--- src/nbls_map.svh ---
`ifndef NBLS_MAP_SVH
`define NBLS_MAP_SVH
// access size codes
`define NBLS_SIZE_BYTE  2'h0
`define NBLS_SIZE_WORD  2'h1
`define NBLS_SIZE_LONG  2'h2
`define NBLS_SIZE_QUAD  2'h3
// bus cycles per access size
`define NBLS_BEATS_LONG 3'h2
`define NBLS_BEATS_QUAD 3'h4
// halfword address step
`define NBLS_ADDR_STEP  32'h0000_0002
// default fifo depth
`define NBLS_FIFO_DEPTH 32
`endif

--- src/nbls_pkg.sv ---
package nbls_pkg;
    // one request from the core side
    typedef struct packed {
        logic [31:0] addr;
        logic [1:0]  size;
        logic        write;
        logic [63:0] wdata;
    } nbls_req_s;
    // one bus cycle on the narrow device
    typedef struct packed {
        logic [31:0] addr;
        logic [31:0] data;
        logic [3:0]  write_strobe;
        logic [3:0]  column_strobe;
        logic [3:0]  data_mask;
        logic        write;
        logic        last;
    } nbls_cyc_s;
    typedef enum logic [1:0] {
        NBLS_IDLE = 2'b01,
        NBLS_BUSY = 2'b10
    } nbls_state_e;
endpackage

--- src/nbls_steer.sv ---
// Contract
// - even byte on D15-D8, lane1 strobes
// - odd byte on D7-D0, lane0 strobes
// - even word single cycle, both lanes
// - longword two cycles, high half first
// - quadword four cycles, bits 63-48 first
// - quadword middle halves descending significance
`include "nbls_map.svh"
`timescale 1ns/1ns
`default_nettype none
module nbls_steer #(
    parameter int FIFO_DEPTH = `NBLS_FIFO_DEPTH
) (
    // clock and reset
    input  wire logic                clk_sys,
    input  wire logic                rst_n,
    input  wire logic                clk_en,
    // request side
    input  wire logic                req_valid,
    output logic                     req_ready,
    input  wire nbls_pkg::nbls_req_s req,
    // bus cycle side
    output logic                     cyc_valid,
    input  wire logic                cyc_ready,
    output nbls_pkg::nbls_cyc_s      cyc
);
    initial begin
        if (FIFO_DEPTH < 2) $error("fifo depth too small");
    end
    // ****************************************
    // request buffer
    // ****************************************
    nbls_pkg::nbls_req_s head;
    logic                head_valid;
    logic                head_pop;
    nbls_fifo #(
        .WIDTH ($bits(nbls_pkg::nbls_req_s)),
        .DEPTH (FIFO_DEPTH)
    ) u_fifo (
        .clk_sys   (clk_sys),
        .rst_n     (rst_n),
        .clk_en    (clk_en),
        .in_valid  (req_valid),
        .in_ready  (req_ready),
        .in_data   (req),
        .out_valid (head_valid),
        .out_ready (head_pop),
        .out_data  (head)
    );
    // ****************************************
    // splitter
    // ****************************************
    nbls_pkg::nbls_state_e state;
    nbls_pkg::nbls_state_e next_state;
    logic [2:0]            beat;
    logic [2:0]            next_beat;
    logic [2:0]            beats;
    nbls_pkg::nbls_cyc_s   next_cyc;
    logic                  next_cyc_valid;
    logic                  out_free;
    logic [15:0]           half;
    // one bus cycle built from head and beat index
    always_comb begin
        out_free       = !cyc_valid || cyc_ready;
        next_state     = state;
        next_beat      = beat;
        next_cyc       = cyc;
        next_cyc_valid = cyc_valid && !cyc_ready;
        head_pop       = 1'b0;
        unique case (head.size)
            `NBLS_SIZE_LONG: beats = `NBLS_BEATS_LONG;
            `NBLS_SIZE_QUAD: beats = `NBLS_BEATS_QUAD;
            default:         beats = 3'h1;
        endcase
        // most significant halfword first
        unique case (head.size)
            `NBLS_SIZE_QUAD: half = head.wdata[6'(63 - 16 * beat) -: 16];
            `NBLS_SIZE_LONG: half = head.wdata[6'(31 - 16 * beat) -: 16];
            default:         half = head.wdata[15:0];
        endcase
        if (out_free && head_valid) begin
            next_cyc_valid     = 1'b1;
            next_cyc           = '0;
            next_cyc.write     = head.write;
            next_cyc.addr      = head.addr + 32'(beat) * `NBLS_ADDR_STEP;
            next_cyc.last      = (beat == beats - 3'h1);
            if (head.size == `NBLS_SIZE_BYTE) begin
                if (head.addr[0]) begin
                    next_cyc.data[7:0]     = head.wdata[7:0];
                    next_cyc.column_strobe = 4'h1;
                end else begin
                    next_cyc.data[15:8]    = head.wdata[7:0];
                    next_cyc.column_strobe = 4'h2;
                end
            end else begin
                next_cyc.data[15:0]    = half;
                next_cyc.column_strobe = 4'h3;
            end
            next_cyc.data_mask    = next_cyc.column_strobe;
            next_cyc.write_strobe = head.write ? next_cyc.column_strobe : 4'h0;
            if (next_cyc.last) begin
                next_beat  = 3'h0;
                head_pop   = 1'b1;
                next_state = nbls_pkg::NBLS_IDLE;
            end else begin
                next_beat  = beat + 3'h1;
                next_state = nbls_pkg::NBLS_BUSY;
            end
        end
    end
    always_ff @(posedge clk_sys or negedge rst_n) begin
        if (!rst_n) begin
            state     <= nbls_pkg::NBLS_IDLE;
            beat      <= 3'h0;
            cyc       <= '0;
            cyc_valid <= 1'b0;
        end else if (clk_en) begin
            state     <= next_state;
            beat      <= next_beat;
            cyc       <= next_cyc;
            cyc_valid <= next_cyc_valid;
        end
    end
endmodule
`default_nettype wire

--- src/nbls_fifo.sv ---
`timescale 1ns/1ns
`default_nettype none
module nbls_fifo #(
    parameter int WIDTH = 8,
    parameter int DEPTH = 32
) (
    // clock and reset
    input  wire logic             clk_sys,
    input  wire logic             rst_n,
    input  wire logic             clk_en,
    // fill side
    input  wire logic             in_valid,
    output logic                  in_ready,
    input  wire logic [WIDTH-1:0] in_data,
    // drain side
    output logic                  out_valid,
    input  wire logic             out_ready,
    output logic      [WIDTH-1:0] out_data
);
    localparam int AW = $clog2(DEPTH);
    initial begin
        if (DEPTH < 2 || (1 << AW) != DEPTH) $error("depth must be power of two");
    end
    logic [WIDTH-1:0] mem [DEPTH];
    logic [AW:0]      wr_ptr;
    logic [AW:0]      rd_ptr;
    logic [AW:0]      next_wr_ptr;
    logic [AW:0]      next_rd_ptr;
    logic             push;
    logic             pop;
    // pointers and flags
    always_comb begin
        in_ready    = (wr_ptr - rd_ptr) != (AW+1)'(DEPTH);
        out_valid   = wr_ptr != rd_ptr;
        out_data    = mem[rd_ptr[AW-1:0]];
        push        = clk_en && in_valid && in_ready;
        pop         = clk_en && out_valid && out_ready;
        next_wr_ptr = push ? wr_ptr + 1'b1 : wr_ptr;
        next_rd_ptr = pop ? rd_ptr + 1'b1 : rd_ptr;
    end
    always_ff @(posedge clk_sys or negedge rst_n) begin
        if (!rst_n) begin
            wr_ptr <= '0;
            rd_ptr <= '0;
        end else begin
            wr_ptr <= next_wr_ptr;
            rd_ptr <= next_rd_ptr;
        end
    end
    // storage, no reset
    always_ff @(posedge clk_sys) begin
        if (push) begin
            mem[wr_ptr[AW-1:0]] <= in_data;
        end
    end
endmodule
`default_nettype wire

--- config.mk ---
export PLATFORM = sky130hd
export DESIGN_NAME = nbls_steer
export DESIGN_NICKNAME = d
export VERILOG_FILES = /design/src/nbls_pkg.sv /design/src/nbls_steer.sv /design/src/nbls_fifo.sv
export VERILOG_INCLUDE_DIRS = /design/src
export SDC_FILE = /design/constraint.sdc
export NUM_CORES = 2
export LEC_CHECK = 0
export ABC_AREA = 1
export ABC_CLOCK_PERIOD_IN_PS = 30400
export BUFFER_PORTS_ARGS = -buffer_cell sky130_fd_sc_hd__buf_2
export CAP_MARGIN = 20
export CORE_MARGIN = 8
export CORE_UTILIZATION = 30
export DETAILED_ROUTE_END_ITERATION = 8
export PLACE_DENSITY = 0.54
export SLEW_MARGIN = 15
export SYNTH_ARGS = -nofsm -noshare
export SYNTH_HDL_FRONTEND = slang
export SYNTH_SLANG_ARGS = --single-unit
--- constraint.sdc ---
create_clock -name clk_sys -period 30.4 [get_ports clk_sys]
set_input_delay 6.08 -clock clk_sys [delete_from_list [all_inputs] [get_ports clk_sys]]
set_output_delay 6.08 -clock clk_sys [all_outputs]
set_load 0.01 [all_outputs]
# Yosys cells after proc, flatten, opt, wreduce, memory -nomap -nowiden

Memories as Yosys holds them, arrays and structs flattened.
Cells that the tools add are included.

Output and inout port bits: 80
Memory bits (writable): 3168
Word-level logic and storage cells: 51
Memories: 1
Bits in registers: 74
Bits of input ports: 104

Memories:

| name       | depth | bits a word | rd ports | clocked after Yosys merged registers in | wr ports | line            | RTL |
|---|---|---|---|---|---|---|---|
| u_fifo.mem | 32    | 99          | 1        | 0                                       | 1        | nbls_fifo.sv:24 | `logic [WIDTH-1:0] mem [DEPTH];` |

Mux-type cells: 14
Shift-type cells: 2
Equality and inequality tests: 5
$add $sub $neg: 8
Reduce and logical (&&, ||, !) cells: 11

Operator list:

| kind                | number |
|---|---|
| $shiftx 79x7->16    | 2 |
| $add 32x4->32       | 1 |
| $pmux 16 s2         | 1 |
| $mux 16             | 1 |
| $mux 8              | 2 |
| $add 6x1->6 const B | 2 |
| $mux 4              | 2 |
| $logic_and 1x1->1   | 6 |
| $ne 6x6->1          | 1 |
| $ne 6x6->1 const B  | 1 |
| $pmux 3 s2          | 1 |
| $sub 5x6->6 const A | 1 |
| $sub 6x6->6         | 1 |
| $sub 6x6->6 const A | 1 |
| $mux 1              | 5 |
| $eq 2x2->1 const B  | 2 |
| $add 3x1->3 const B | 1 |
| $eq 3x3->1          | 1 |
| $mux 3              | 1 |
| $sub 3x1->3 const B | 1 |
| $logic_not 1->1     | 2 |
| $logic_not 2->1     | 1 |
| $mux 2              | 1 |
| $reduce_and 2->1    | 1 |
| $logic_or 1x1->1    | 1 |

# Depth between registers and ports, before layout

An unclocked memory read counts as a cell.

Word-level depth: 8
Mapped depth: 28
Mapped depth without buffers: 21

# By module

Synthesis repeated with hierarchy kept, for this count alone.

Cell total of the unflattened synthesis: 10290
Area, all modules: 129319.0 sq um

Modules (own cells, without submodules):

| module     | seq. area each (sq um) | area each (sq um) | cells each | times used |
|---|---|---|---|---|
| nbls_fifo  | 95431.5                | 124834.7          | 9590       | 1 |
| nbls_steer | 1451.4                 | 4484.3            | 700        | 1 |

# Worst setup path after synthesis

No wires, ideal clock.

Path kind: in2reg
Start point: input clk_en
End point: memory u_fifo.mem[31][0] in the netlist's numbering, enable pin
Stages on the path: 2
Library setup time: 0.678 ns
Data arrival time: 12.960 ns
Buffers on the path: 0
Setup slack: 16.763 ns
Required time: 29.722 ns
Path through: nand3_1 > nor3_1

Word-level cells in the longest chain between the ends: 4

RTL lines:

| item                            | line             | RTL |
|---|---|---|
| start: declaration              | nbls_steer.sv:17 | `input wire logic clk_en,` |
| $logic_and 1x1->1 (2 in series) | nbls_fifo.sv:36  | `push = clk_en && in_valid && in_ready;` |
| $mux 1                          | nbls_fifo.sv:52  | `if (push) begin` |
| $mux 1 (implied by the code)    | nbls_fifo.sv:53  | `mem[wr_ptr[AW-1:0]] <= in_data;` |
| end: declaration                | nbls_fifo.sv:24  |  |

Every way passes these cells.

# Final worst setup path

Start point: register u_fifo.rd_ptr[1]
End point: output req_ready

Word-level cells in the longest chain between the ends: 2

RTL lines:

| item                     | line             | RTL |
|---|---|---|
| start: declaration       | nbls_fifo.sv:26  | `logic [AW:0] rd_ptr;` |
| start signal: assignment | nbls_fifo.sv:47  | `rd_ptr <= next_rd_ptr;` |
| $sub 6x6->6              | nbls_fifo.sv:33  | `in_ready = (wr_ptr - rd_ptr) != (AW+1)'(DEPTH);` |
| $ne 6x6->1               | nbls_fifo.sv:33  |  |
| end: declaration         | nbls_steer.sv:20 | `output logic req_ready,` |

Every way passes these cells.

==> flow_summary.rst <==
.. list-table::
   :header-rows: 1

   * - Metric
     - Value
   * - Worst hold stages
     - 2
   * - Simple-gate share of the synthesized area
     - 11.35%
   * - Die boundary width
     - 674.9 um
   * - Final Hold Viols
     - 0
   * - Adder-cell share of the synthesized area
     - 0.1499%
   * - HP Start
     - cyc[47]$_DFFE_PN0P_
   * - Average size of a mapped cell
     - 12.60 sq um
   * - Count of nets left with antenna violations after detail routing
     - 0
   * - Fill count
     - 42,310
   * - Wire length of the first global-routing pass
     - 584.2 mm
   * - Sink of the worst hold path
     - cyc[47]$_DFFE_PN0P_
   * - Post-CTS Repair Setup Buffers
     - 0
   * - Final clock period utilization by the worst path
     - 32.65%
   * - Synthesized instance count
     - 10,340
   * - Share of the synthesized area in compound gates (AO/OA/AOI/OAI)
     - 9.929%
   * - Setup clock skew after layout
     - 94.09 ps
   * - Hold-fix buffers at CTS
     - 0
   * - Endpoint kind of the worst setup timing path
     - primary output
   * - Detailed Routing Iterations Pass 1
     - 8
   * - Fraction of final layout cells with drive strength greater than 1
     - 8.495%
   * - Peak fanout along the critical path
     - 88
   * - Critical path buffers and inverters
     - 3
   * - Number of clock sinks
     - 3,238
   * - Final design utilization
     - 34.03%
   * - DIE AREA
     - 0.4555 sq mm
   * - End of the worst register-to-register path
     - cyc[54]$_DFFE_PN0P_
   * - Largest family of logic cells by synthesized area
     - simple AND/OR/NAND/NOR gates
   * - Count of pins on the block boundary
     - 184
   * - Max-slew headroom at the worst pin
     - 25.10%
   * - Dominant cell type by count on the critical path
     - sky130_fd_sc_hd__nand2_1
   * - Number of global-route vias before repair
     - 78,380
   * - Peak per-stage delay on the critical path
     - 940 ps
   * - Number of clock buffers inserted by TritonCTS
     - 345
   * - Overall routed net length
     - 412.0 mm
   * - Placement Setup Slack
     - 20,100 ps
   * - Source of the worst register-to-register timing path
     - u_fifo.rd_ptr[0]$_DFFE_PN0P_
   * - Netlist area before placement
     - 0.1302 sq mm
   * - Standard cell core area
     - 0.4333 sq mm
   * - Top_reg_cell synth
     - sky130_fd_sc_hd__edfxtp_1
   * - HPWL after detailed placement
     - 220.4 mm
   * - Count of routing violations after the opening detailed-route iteration
     - 9,155
   * - Share of synthesized registers carrying an async set or reset
     - 2.162%
   * - Cell with the biggest individual delay on the critical path
     - sky130_fd_sc_hd__dfrtp_4
   * - Worst slack on hold paths
     - 471.2 ps
   * - Type of the most critical hold path
     - reg -> reg
   * - #FFs+latches synth
     - 3,238
   * - # H-tree levels
     - 5
   * - Arrival time of the worst setup path
     - 3850 ps
   * - Register area share after synthesis
     - 74.38%
   * - Maximum capacitance violations
     - 0
   * - Number of synthesis warnings
     - 0
   * - Number of DRC violations after detailed routing
     - 0
   * - Chain of cells forming the critical path
     - inv_16 > ha_1 > inv_1 > o21bai_1 > nand2_1 > nand2_1 > nand2_1 > nand2_1 > nand2_1 > nand2_1 > xor2_1 > nand3_1 > buf_2
   * - Maximum number of pins on one net before global-route repair
     - 219
   * - Setup tns final
     - 0 ps
   * - Site row count
     - 242
   * - Mux cell area share after synthesis
     - 0%
   * - Maximum buffer depth of the clock tree
     - 4
   * - Clock-pin transition on the worst setup and hold timing paths
     - 50 ps
   * - Remaining global-route overflow
     - 0
   * - Total global-route track usage
     - 17.33%
   * - Post-detailed-route via-to-cell ratio
     - 5.083
   * - Transition time at the pin with the least slew margin
     - 1121 ps
   * - Routability-driven placement congestion ratio
     - 0.8004
   * - Number of flops mapped to enable cells by yosys
     - 3,168
   * - CP delay by family, top
     - flip-flops
   * - Number of gates resized after CTS
     - 0
   * - Setup repair after global routing missed its margin
     - false
   * - # nets final
     - 10,470
   * - Max Clk Rate
     - 100.8 MHz
   * - Initial core utilization
     - 30.06%
   * - Power per cell area
     - 88.99 mW/mm^2
   * - CP required
     - 24,320 ps
   * - Setup-failing EPs final
     - 0
   * - Die boundary height
     - 674.9 um
   * - Cell at the root of the clock tree
     - sky130_fd_sc_hd__clkbuf_16
   * - Run status
     - finished clean
   * - Worst-Skew Late Latency
     - 970 ps
   * - Startpoint type of the worst setup path
     - flip-flop
   * - Final Slew Violations
     - 0
   * - Detailed-route wire length per cell
     - 25.14 um
   * - XOR/XNOR Fraction of Synth Area
     - 0.1479%
   * - Area added between synthesis and finish
     - 13.21%
   * - Max VDD drop
     - 0.1203 mV
   * - Synth unique cells
     - 49
   * - Setup slack after layout
     - 20,480 ps
   * - Leakage
     - 49.25 nW
   * - Number of buffers inserted by port buffering
     - 161
   * - Count of cells along the worst register-to-register path
     - 16
   * - WS Path Type
     - reg -> out
   * - Clock tree from TritonCTS
     - yes
   * - Reg-to-reg setup timing slack
     - 23,550 ps
   * - Final critical path time including I/O delays and setup
     - 9925 ps
   * - Number of antenna violations at the first check in global routing
     - 67
   * - DR vias
     - 83,280
==> metrics by stage <==
stage / power [mW] / cell area, sq um / cells
floorplan: 7.595 / 130300 / 10360
global placement: 9.143 / 136500 / 15730
detailed placement: 9.144 / 136600 / 15730
CTS: 13.22 / 147400 / 16360
global route: 13.68 / 147400 / 16370
finish: 13.12 / 147500 / 16390
==> logic make-up (layout without fill, tap and decap cells) <==
kind of cell | after synthesis | after routing
adders and majority gates | 15 | 15
buffers and inverters | 1118 | 1391
xor gates and xnor gates | 22 | 22
and+or+nand+nor | 3679 | 3679
AOI/OAI and AO/OA | 2263 | 2263
DFF | 3238 | 3238
other | 1 | 43
==> synthesized netlist by cell type (7+ instances only) <==
| master | count | area (sq um) |
|---|---|---|
| sky130_fd_sc_hd__a21boi_1 | 8 | 60.06 |
| sky130_fd_sc_hd__a21oi_1 | 191 | 955.9 |
| sky130_fd_sc_hd__a22oi_1 | 148 | 1111 |
| sky130_fd_sc_hd__buf_1 | 35 | 131.4 |
| sky130_fd_sc_hd__buf_2 | 239 | 1196 |
| sky130_fd_sc_hd__buf_4 | 142 | 1066 |
| sky130_fd_sc_hd__buf_6 | 28 | 315.3 |
| sky130_fd_sc_hd__clkbuf_1 | 242 | 908.4 |
| sky130_fd_sc_hd__dfrtp_1 | 70 | 1752 |
| sky130_fd_sc_hd__edfxtp_1 | 3168 | 95130 |
| sky130_fd_sc_hd__ha_1 | 14 | 175.2 |
| sky130_fd_sc_hd__inv_1 | 418 | 1569 |
| sky130_fd_sc_hd__inv_2 | 7 | 26.28 |
| sky130_fd_sc_hd__nand2_1 | 1281 | 4808 |
| sky130_fd_sc_hd__nand2_2 | 9 | 56.30 |
| sky130_fd_sc_hd__nand3_1 | 595 | 2978 |
| sky130_fd_sc_hd__nand4_1 | 14 | 87.58 |
| sky130_fd_sc_hd__nor2_1 | 1725 | 6475 |
| sky130_fd_sc_hd__nor2_2 | 11 | 68.82 |
| sky130_fd_sc_hd__o211ai_1 | 178 | 1336 |
| sky130_fd_sc_hd__o21ai_0 | 1334 | 6676 |
| sky130_fd_sc_hd__o21ai_1 | 39 | 195.2 |
| sky130_fd_sc_hd__o221ai_1 | 113 | 989.7 |
| sky130_fd_sc_hd__o22ai_1 | 234 | 1464 |
| sky130_fd_sc_hd__or2_2 | 25 | 156.4 |
| sky130_fd_sc_hd__xor2_1 | 16 | 140.1 |
==> power by group <==
group          switching, mW  internal (mW)  total [mW]
logic                   2.93          0.929        3.86
clock network           1.80           2.29        4.09
registers             0.0943           5.07        5.17
==> worst register-to-register path, delay by kind of cell (launching register included) <==
family | cells | cell delay [ps]
flops | 1 | 950
simple gates | 5 | 880
fa+ha+maj | 1 | 410
compound gates | 7 | 2200
buf+inv | 2 | 1700
xor+xnor | 1 | 590
==> routing by layer <==
metal	share of wire (%)	wire, um	vias to the layer above	GRT usage, %
li1	-	-	37280	-
met1	43	175400	42040	23.62
met2	47	192200	3247	28.13
met3	6.9	28460	693	2.454
met4	3.8	15780	26	6.468
met5	0.036	149	-	0
==> final cells by class <==
class	count	area [sq um]	share of cell area [%]
timing repair buffer	331	2370	1.607
clock inverter	193	1707	1.157
multi-input combinational	6001	28440	19.29
sequential	3238	96900	65.71
antenna	21	52.55	0.03564
tap	5734	7174	4.865
clock buffer	438	9129	6.191
inverter	429	1682	1.140
==> how the worst max path moves through the flow <==
stage | startpoint | end | slack (ps) | cells past startpoint
2_1_floorplan | clk_en | u_fifo.mem[31][0]$_DFFE_PP_ | 16760 | 2
3_3_place_gp | clk_en | u_fifo.mem[8][7]$_DFFE_PP_ | 20150 | 7
3_5_place_dp | clk_en | u_fifo.mem[8][7]$_DFFE_PP_ | 20100 | 7
4_1_cts | u_fifo.rd_ptr[1]$_DFFE_PN0P_ | req_ready | 20320 | 13
5_1_grt | u_fifo.rd_ptr[1]$_DFFE_PN0P_ | req_ready | 20270 | 13
6_report | u_fifo.rd_ptr[1]$_DFFE_PN0P_ | req_ready | 20480 | 13
==> flip-flops by register name (all words and copies together), names as in the netlist <==
| register | flops |
|---|---|
| u_fifo.wr_ptr | 6 |
| cyc_valid | 1 |
| u_fifo.rd_ptr | 6 |
| beat | 3 |
| cyc | 54 |
| u_fifo.mem | 3168 |
==> placed cells by master, fill, tap and decap left out, types with 18 or more instances in the layout <==
| master | instances |
|---|---|
| sky130_fd_sc_hd__nand3_1 | 595 |
| sky130_fd_sc_hd__o211ai_1 | 178 |
| sky130_fd_sc_hd__buf_4 | 150 |
| sky130_fd_sc_hd__clkinv_1 | 84 |
| sky130_fd_sc_hd__o22ai_1 | 234 |
| sky130_fd_sc_hd__a21oi_1 | 191 |
| sky130_fd_sc_hd__buf_12 | 18 |
| sky130_fd_sc_hd__or2_2 | 25 |
| sky130_fd_sc_hd__a22oi_1 | 148 |
| sky130_fd_sc_hd__nand2_1 | 1281 |
| sky130_fd_sc_hd__clkbuf_16 | 350 |
| sky130_fd_sc_hd__nor2_1 | 1694 |
| sky130_fd_sc_hd__edfxtp_1 | 3168 |
| sky130_fd_sc_hd__nor2_4 | 38 |
| sky130_fd_sc_hd__diode_2 | 21 |
| sky130_fd_sc_hd__o221ai_1 | 113 |
| sky130_fd_sc_hd__o21ai_1 | 40 |
| sky130_fd_sc_hd__o21ai_0 | 1333 |
| sky130_fd_sc_hd__conb_1 | 22 |
| sky130_fd_sc_hd__bufinv_16 | 18 |
| sky130_fd_sc_hd__clkinv_2 | 54 |
| sky130_fd_sc_hd__inv_1 | 417 |
| sky130_fd_sc_hd__dfrtp_1 | 65 |
| sky130_fd_sc_hd__clkbuf_1 | 84 |
| sky130_fd_sc_hd__buf_2 | 160 |
Note: power is estimated with default switching activity, not from simulation.
